### config.mk
export PLATFORM = sky130hd
export DESIGN_NAME = ftr_result_regs
export DESIGN_NICKNAME = d
export VERILOG_FILES = /design/src/ftr_pkg.sv /design/src/ftr_axis_hold.sv /design/src/ftr_result_regs.sv
export VERILOG_INCLUDE_DIRS = /design/src /design/src/src
export SDC_FILE = /design/constraint.sdc
export NUM_CORES = 1
export LEC_CHECK = 0
export BUFFER_PORTS_ARGS = -buffer_cell sky130_fd_sc_hd__buf_2
export CAP_MARGIN = 30
export CORE_MARGIN = 2
export CORE_UTILIZATION = 57
export CTS_CLUSTER_SIZE = 8
export DETAILED_ROUTE_END_ITERATION = 16
export PLACE_DENSITY_LB_ADDON = 0.15
export SLEW_MARGIN = 20
export SYNTH_ARGS = -nofsm -noshare
export SYNTH_HDL_FRONTEND = slang
export SYNTH_HIERARCHICAL = 1
export SYNTH_SLANG_ARGS = --single-unit
export TNS_END_PERCENT = 30
### constraint.sdc
create_clock -name ref_clk -period 5.7 [get_ports ref_clk]
set_input_delay 1.425 -clock ref_clk [delete_from_list [all_inputs] [get_ports ref_clk]]
set_output_delay 1.425 -clock ref_clk [all_outputs]
set_load 0.02 [all_outputs]
### src/ftr_regs_defs.svh
`ifndef FTR_REGS_DEFS_SVH
`define FTR_REGS_DEFS_SVH

// Register offsets
`define FTR_X_HIGH_OFS    8'h00
`define FTR_X_MID_OFS     8'h01
`define FTR_Y_HIGH_OFS    8'h02
`define FTR_Y_MID_OFS     8'h03
`define FTR_Z_HIGH_OFS    8'h04
`define FTR_Z_MID_OFS     8'h05
`define FTR_X_LOW_OFS     8'h06
`define FTR_Y_LOW_OFS     8'h07
`define FTR_Z_LOW_OFS     8'h08
`define FTR_TEMP_OFS      8'h09
`define FTR_FLAGS_OFS     8'h18
`define FTR_CTRL0_OFS     8'h1b

// Device flags fields
`define FTR_FLG_T_DONE    7
`define FTR_FLG_M_DONE    6
`define FTR_FLG_SELFTEST  5
`define FTR_FLG_TRIM_DONE 4
`define FTR_FLG_RSVD_MSB  3

// Trigger bits of control register 0
`define FTR_CTL_TRIG_M    0
`define FTR_CTL_TRIG_T    1

// Reset values
`define FTR_FLAGS_RST     8'h00
`define FTR_RESULT_RST    20'h00000
`define FTR_BYTE_RST      8'h00

// Result width and masks per resolution
`define FTR_RES_W         20
`define FTR_MASK_16       20'hffff0
`define FTR_MASK_18       20'hffffc
`define FTR_MASK_20       20'hfffff

`endif

### src/ftr_pkg.sv
package ftr_pkg;
   // Resolution setting of the field converter
   typedef enum logic [1:0] {
      FTR_RES16 = 2'b00,
      FTR_RES18 = 2'b01,
      FTR_RES20 = 2'b10
   } ftr_res_t;

   // Field measurement trigger state
   typedef enum logic [1:0] {
      FTR_IDLE = 2'b01,
      FTR_BUSY = 2'b10
   } ftr_state_t;
endpackage : ftr_pkg

### src/ftr_axis_hold.sv
`timescale 1ns/100ps
`default_nettype none
`include "ftr_regs_defs.svh"

module ftr_axis_hold
   import ftr_pkg::*;
(
   input  wire logic       ref_clk,
   input  wire logic       rst_n,
   input  wire logic       load,
   input  wire logic [19:0] sample,
   input  wire ftr_res_t   res_mode,
   output logic      [7:0] res_high,
   output logic      [7:0] res_mid,
   output logic      [7:0] res_low
);
   logic [19:0] value;
   logic [19:0] next_value;
   logic [19:0] mask;

   // Mask bits not meaningful at the chosen resolution; unsigned, no sign
   always_comb begin
      case (res_mode)
         FTR_RES16: mask = `FTR_MASK_16;
         FTR_RES18: mask = `FTR_MASK_18;
         FTR_RES20: mask = `FTR_MASK_20;
         default:   mask = `FTR_MASK_20;
      endcase
      next_value = load ? (sample & mask) : value;
   end

   // Result holder
   always_ff @(posedge ref_clk) begin
      if (!rst_n) begin
         value <= `FTR_RESULT_RST;
      end else begin
         value <= next_value;
      end
   end

   // Byte split, low nibble of the low byte always zero
   assign res_high = value[19:12];
   assign res_mid  = value[11:4];
   assign res_low  = {value[3:0], 4'h0};
endmodule : ftr_axis_hold
`default_nettype wire

### src/ftr_result_regs.sv
// Functional notes
// - Axis results are 20 bits; 16/18-bit settings use only the upper bits.
// - Axis results are plain unsigned binary, no sign.
// - Temperature is 8-bit unsigned, code zero is minus 75 degrees.
// - Field done flag sets when a field measurement finishes.
// - Field done flag clears only on a read of an axis register.
// - Temperature done flag sets on finish, clears only on temperature read.
// - Trim done flag sets after trim memory load at power-up or reload.
// - Self-test flag follows self-test outcome, low once passed.
// - Four low status bits are factory bits reading zero.
// - Host writes one to trigger bit; device clears it when done.
`timescale 1ns/100ps
`default_nettype none
`include "ftr_regs_defs.svh"

module ftr_result_regs
   import ftr_pkg::*;
(
   input  wire logic       ref_clk,
   input  wire logic       rst_n,
   input  wire logic       rd_en,
   input  wire logic [7:0] rd_addr,
   output logic      [7:0] rd_data,
   output logic            rd_valid,
   input  wire logic       wr_en,
   input  wire logic [7:0] wr_addr,
   input  wire logic [7:0] wr_data,
   input  wire ftr_res_t   res_mode,
   input  wire logic       field_done,
   input  wire logic [19:0] x_sample,
   input  wire logic [19:0] y_sample,
   input  wire logic [19:0] z_sample,
   input  wire logic       temp_done,
   input  wire logic [7:0] temp_sample,
   input  wire logic       trim_load_done,
   input  wire logic       trim_reload,
   input  wire logic       selftest_fail,
   output logic            field_start,
   output logic            temp_start
);
   logic [7:0] x_high, x_mid, x_low;
   logic [7:0] y_high, y_mid, y_low;
   logic [7:0] z_high, z_mid, z_low;
   logic [7:0] temp_result, next_temp_result;
   logic       flag_m, next_flag_m;
   logic       flag_t, next_flag_t;
   logic       flag_trim, next_flag_trim;
   logic       flag_self, next_flag_self;
   logic       rd_axis, rd_temp;
   logic [7:0] flags;
   logic [7:0] next_rd_data;
   logic [7:0] rd_addr_q;
   ftr_state_t state, next_state;
   logic       temp_trig, next_temp_trig;
   logic       wr_ctrl;

   // One holder per axis
   ftr_axis_hold u_x (.ref_clk(ref_clk), .rst_n(rst_n), .load(field_done),
      .sample(x_sample), .res_mode(res_mode), .res_high(x_high),
      .res_mid(x_mid), .res_low(x_low));
   ftr_axis_hold u_y (.ref_clk(ref_clk), .rst_n(rst_n), .load(field_done),
      .sample(y_sample), .res_mode(res_mode), .res_high(y_high),
      .res_mid(y_mid), .res_low(y_low));
   ftr_axis_hold u_z (.ref_clk(ref_clk), .rst_n(rst_n), .load(field_done),
      .sample(z_sample), .res_mode(res_mode), .res_high(z_high),
      .res_mid(z_mid), .res_low(z_low));

   // Read and control write decode
   assign rd_axis = rd_en && (rd_addr <= `FTR_Z_LOW_OFS);
   assign rd_temp = rd_en && (rd_addr == `FTR_TEMP_OFS);
   assign wr_ctrl = wr_en && (wr_addr == `FTR_CTRL0_OFS);

   // Status byte, factory bits tied low
   assign flags = {flag_t, flag_m, flag_self, flag_trim, 4'h0};

   // Flag, temperature and trigger next values; a set beats a clear, except in FTR_BUSY where field_done wins over a field trigger write
   always_comb begin
      next_flag_m    = field_done | (flag_m & ~rd_axis);
      next_flag_t    = temp_done | (flag_t & ~rd_temp);
      next_flag_trim = trim_load_done | (flag_trim & ~trim_reload);
      next_flag_self = selftest_fail;
      next_temp_result = temp_done ? temp_sample : temp_result;
      next_temp_trig = temp_trig;
      if (temp_done) begin
         next_temp_trig = 1'b0;
      end
      if (wr_ctrl && wr_data[`FTR_CTL_TRIG_T]) begin
         next_temp_trig = 1'b1;
      end
      next_state = state;
      case (state)
         FTR_IDLE: begin
            if (wr_ctrl && wr_data[`FTR_CTL_TRIG_M]) begin
               next_state = FTR_BUSY;
            end
         end
         FTR_BUSY: begin
            if (field_done) begin
               next_state = FTR_IDLE;
            end
         end
         default: next_state = FTR_IDLE;
      endcase
   end

   // Read mux; all other writes are dropped
   always_comb begin
      case (rd_addr)
         `FTR_X_HIGH_OFS: next_rd_data = x_high;
         `FTR_X_MID_OFS:  next_rd_data = x_mid;
         `FTR_Y_HIGH_OFS: next_rd_data = y_high;
         `FTR_Y_MID_OFS:  next_rd_data = y_mid;
         `FTR_Z_HIGH_OFS: next_rd_data = z_high;
         `FTR_Z_MID_OFS:  next_rd_data = z_mid;
         `FTR_X_LOW_OFS:  next_rd_data = x_low;
         `FTR_Y_LOW_OFS:  next_rd_data = y_low;
         `FTR_Z_LOW_OFS:  next_rd_data = z_low;
         `FTR_TEMP_OFS:   next_rd_data = temp_result;
         `FTR_FLAGS_OFS:  next_rd_data = flags;
         default:         next_rd_data = `FTR_BYTE_RST;
      endcase
      if (!rd_en) begin
         next_rd_data = rd_data;
      end
   end

   // State registers
   always_ff @(posedge ref_clk) begin
      if (!rst_n) begin
         flag_m      <= 1'b0;
         flag_t      <= 1'b0;
         flag_trim   <= 1'b0;
         flag_self   <= 1'b0;
         temp_result <= `FTR_BYTE_RST;
         temp_trig   <= 1'b0;
         state       <= FTR_IDLE;
         rd_data     <= `FTR_BYTE_RST;
         rd_valid    <= 1'b0;
         rd_addr_q   <= `FTR_BYTE_RST;
      end else begin
         flag_m      <= next_flag_m;
         flag_t      <= next_flag_t;
         flag_trim   <= next_flag_trim;
         flag_self   <= next_flag_self;
         temp_result <= next_temp_result;
         temp_trig   <= next_temp_trig;
         state       <= next_state;
         rd_data     <= next_rd_data;
         rd_valid    <= rd_en;
         rd_addr_q   <= rd_addr;
      end
   end

   // Trigger levels toward the converters
   assign field_start = (state == FTR_BUSY);
   assign temp_start  = temp_trig;
endmodule : ftr_result_regs
`default_nettype wire

==> run summary <==
between 100 and 150 I/O pins were placed. The max-slew violation count came out at 0. The congestion estimate from routability-driven global placement came to about 0.95. The area of the mapped netlist came out at 0.00432 mm².

Summed over all layers, the global routing overflow is 0. The flow ran to the end, and the final reports show no timing, DRC or antenna violations. The class of the most critical setup path is in2reg. The count of flip-flops with a built-in enable after synthesis is 0. The final design instance area without fill is approximately 0.0049 mm².

The relative slew slack came out at 43.6%. The clock network latency to the later pin of the worst-skew pair is 350 ps. Clock tree synthesis selected as its root buffer the cell clkbuf_8. The repair_antennas step left the layout with diodes totalling 0. The height of the die came out at 91.1 µm.

Across the routed clock network, the largest skew measured is between 10 and 15 ps. For this run, the number of standard cells in the final layout without fillers is around 630. In the finished design, the share of the clock period the worst path needs comes to 53.6%. Cells with a size suffix above 1 make up 27.3% of the layout. The share of the synthesized area in the top cell type came out at slightly below 40%.

The delay of the slowest cell on the worst path is 690 ps. At the worst endpoint, the arrival time is 3330 ps. The total wire length is 10.5 mm.

Entering global routing, the biggest net connects 86 pins. The number of cells on the worst hold path is 2. The post-placement cell count is ~610. Setup violations remaining at the end of the flow were counted as 0. The worst setup path is captured at a register. Summed over all cells, the static leakage comes to 2.11 nW. The floorplan has 31 rows. The worst slack at placement came out at 2340 ps. Among all stages on the critical path, the largest delay is contributed by o41ai_2.

Buffers inserted during clock tree synthesis total 9. After detailed routing, the met3 layer carries 561 µm of wire. The area growth from synthesis to layout is 13.5%.

The overall routing resource usage came out at 25.5%. The number of buffers and inverters on the critical path is 1. The share of synthesized flip-flops with an asynchronous set or reset came out at 0%. After floorplanning, the core was sized to cover 0.00729 mm². Counting flops and latches in the post-synthesis netlist gives 84.

Static timing analysis puts the maximum clock frequency at 327 MHz. The sequential area share after synthesis came out at 38.9%. Ranked by total cell area, the synthesized netlist is headed by dfxtp_1, mux2i_1, nor2b_1.

Dividing the detail-routed wire length by the instance count gives 16.7 µm. In this run the top signal layer used is met4. Once detail routing completed, the nets flagged for antenna violations numbered 0. For this run, the leading register cell type out of synthesis is dfxtp_1. After legalization and detailed placement, the total HPWL measured 7.43 mm. The worst path required time came out at between 5000 and 6000 ps. The count of unresolved DRC violations after routing is 0. The final setup slack of the worst path came out at 2640 ps. The path class of the tightest hold or removal check is reg2reg. The met1 wire length came out at 5.00 mm. Setup repair after global routing left no endpoint under its margin. Each instance of the synthesized netlist takes up on average between 9 and 10 µm². TritonCTS built the clock tree. The DRC marker count from the first detailed-route iteration came out at around 190. In this run the critical register-to-register path is launched from u_x/value[5]. The net total in the final layout is 627. The average via count per standard cell came out at 5.43. The critical path goes through buf_2, nor2b_1, nand2_1, o41ai_2, o21ai_0, a31oi_1. After clock tree synthesis, the clock-pin slew on the worst setup and hold paths is about 80 ps.

The maximum fanout encountered on the critical timing path is 18. For hold timing, the worst endpoint is u_x/value[1]. The launch point of the worst hold path is u_x/value[1]. The number of resized instances in the post-cts repair step is 0.

The full die area came out at 0.00830 mm². The deepest clock path buffer count came out at 2. The via count of the first global-routing pass is 3409. From left edge to right edge, the die measures about 90 µm. The type of origin of the critical path is an input port.

The max-capacitance violation count came out at 0. VDD sags by at most 162 µV. The number of iterations in the first detailed-routing pass came out at 4. The number of sinks on the clock net came out at 84. For this run, the number of Yosys warnings is 6.

The cell count after synthesis is 437. The cell family contributing the most delay on the critical path is compound AO/OA/AOI/OAI gates. The time the final worst path needs with I/O delays and setup came out at 3060 ps.

The number of antenna violations at the first check in global routing came to 0. The slack of the worst reg-to-reg path came out at 4260 ps. The effective utilization at floorplan is about three fifths. The clock tree synthesis step divided the H-tree into 3 levels. The routed layout has around 3400 vias. Of all cell types, the one taking the most synthesized area is dfxtp_1. The instance area at placement came out at 0.00470 mm².

The total count of hold-check failures in the final report came out at 0. The sum of met2 wire segment lengths after detailed routing came out at approximately 4.8 mm. The setup TNS is 0 ps. The number of buffers inserted for hold repair after clock tree synthesis is 0.

The count of buffers from port buffering is around 110. The endpoint of the worst-slack reg-to-reg timing path is rd_data[1]. The power density over the cells came out at 245 mW/mm². The number of distinct library cells after synthesis is 57. The slew at the pin with the worst max-slew slack is 836 ps. The count of cells along the worst register-to-register path came out at 5. The number of buffers inserted to repair setup after CTS is 0. The wire length of the first global-routing pass is around 17 mm. The tightest hold path in the finished design has a slack of 471 ps.
## power by group
part	switching (mW)	internal, mW	total (mW)
Sequential	0.0176	0.616	0.634
Combinational	0.0822	0.0803	0.163
Clock	0.206	0.199	0.405
## placed cells by master (no fill, tap or decap), types with 3 or more instances in the layout
| cell type | synthesis | routed |
|---|---|---|
| mux2_2 | 8 | 8 |
| o22ai_1 | 4 | 4 |
| nor2_1 | 8 | 8 |
| o32ai_1 | 5 | 5 |
| clkinv_2 | 0 | 3 |
| dfxtp_1 | 84 | 84 |
| nand2b_1 | 13 | 13 |
| a31oi_1 | 5 | 5 |
| nand3_1 | 16 | 16 |
| o21a_1 | 4 | 4 |
| nand2_1 | 13 | 13 |
| mux2i_1 | 67 | 67 |
| a21boi_1 | 12 | 12 |
| and3_1 | 4 | 4 |
| conb_1 | 3 | 12 |
| buf_2 | 5 | 106 |
| o21ai_0 | 10 | 10 |
| o211ai_1 | 8 | 8 |
| a22oi_1 | 5 | 5 |
| a21oi_1 | 12 | 12 |
| nor2b_1 | 73 | 73 |
| clkbuf_8 | 0 | 9 |
## final cells by class
type	instances	area, µm²
Clock buffer	10	128
Clock inverter	5	53.8
Fill cell	638	2390
Inverter	2	7.51
Multi-Input combinational cell	318	2340
Sequential cell	84	1680
Tap cell	99	124
Timing Repair Buffer	109	573
## worst max-delay path by stage
stage	start	endpoint	slack [ps]	depth (start not counted)
after floorplan	rd_addr[4]	flag_t	2810	6
after global placement	rd_addr[3]	rd_data[7]	2350	6
after detailed placement	rd_addr[3]	rd_data[7]	2340	6
after CTS	rd_addr[3]	rd_data[7]	2700	6
after global routing	rd_addr[3]	rd_data[0]	2510	6
final	rd_addr[3]	rd_data[7]	2640	6
## synth_stat cells, drive strengths merged, types with 2 or more instances
library cell	instances
nor2	9
inv	2
mux4	2
o211ai	8
a221oi	3
mux2i	67
o21ai	10
a32oi	2
and2	2
nor3	4
a21o	2
o21a	4
a31oi	5
nand2	13
o32ai	5
nand3	16
nand2b	13
nand3b	2
clkbuf	13
dfxtp	84
a22oi	5
a211oi	2
and3	4
o31ai	2
a21boi	12
or3	2
mux2	8
nor2b	73
a21oi	12
conb	3
o22ai	4
buf	29
## registers in the layout (all words and copies together) (netlist names), 2 cells and up
| name | flops |
|---|---|
| u_x/value | 20 |
| u_y/value | 20 |
| u_z/value | 20 |
| rd_data | 8 |
| temp_result | 8 |
| state | 2 |
## layer usage
metal  track usage (%)  vias up
met5                 0        -
met4              9.72        0
met3              4.56       14
met2              39.6      105
met1              35.3     1576
li1                  -     1709
## worst reg2reg max path, cell delays in order, from the launching register on
cell      delay [ps]
dfxtp_1          320
mux2i_1          210
o21ai_0          120
a22o_1           250
a211oi_1         290
o22ai_1          130
## cells by family after synthesis
group,count (synthesis),synth area share [%]
xor+xnor,1,0.203
other cells,3,0.260
simple gates,146,20.6
compound gates,82,13.6
mux,77,18.6
flops,84,38.9
buf+inv,44,7.79
## per-stage QoR
step                utilization, %  power [mW]
global placement              64.4       0.802
finish                        67.3        1.20
detailed placement            64.4       0.807
global route                  67.3        1.26
CTS                           66.9        1.20
floorplan                        -       0.759
(Power assumes the default switching activity.)
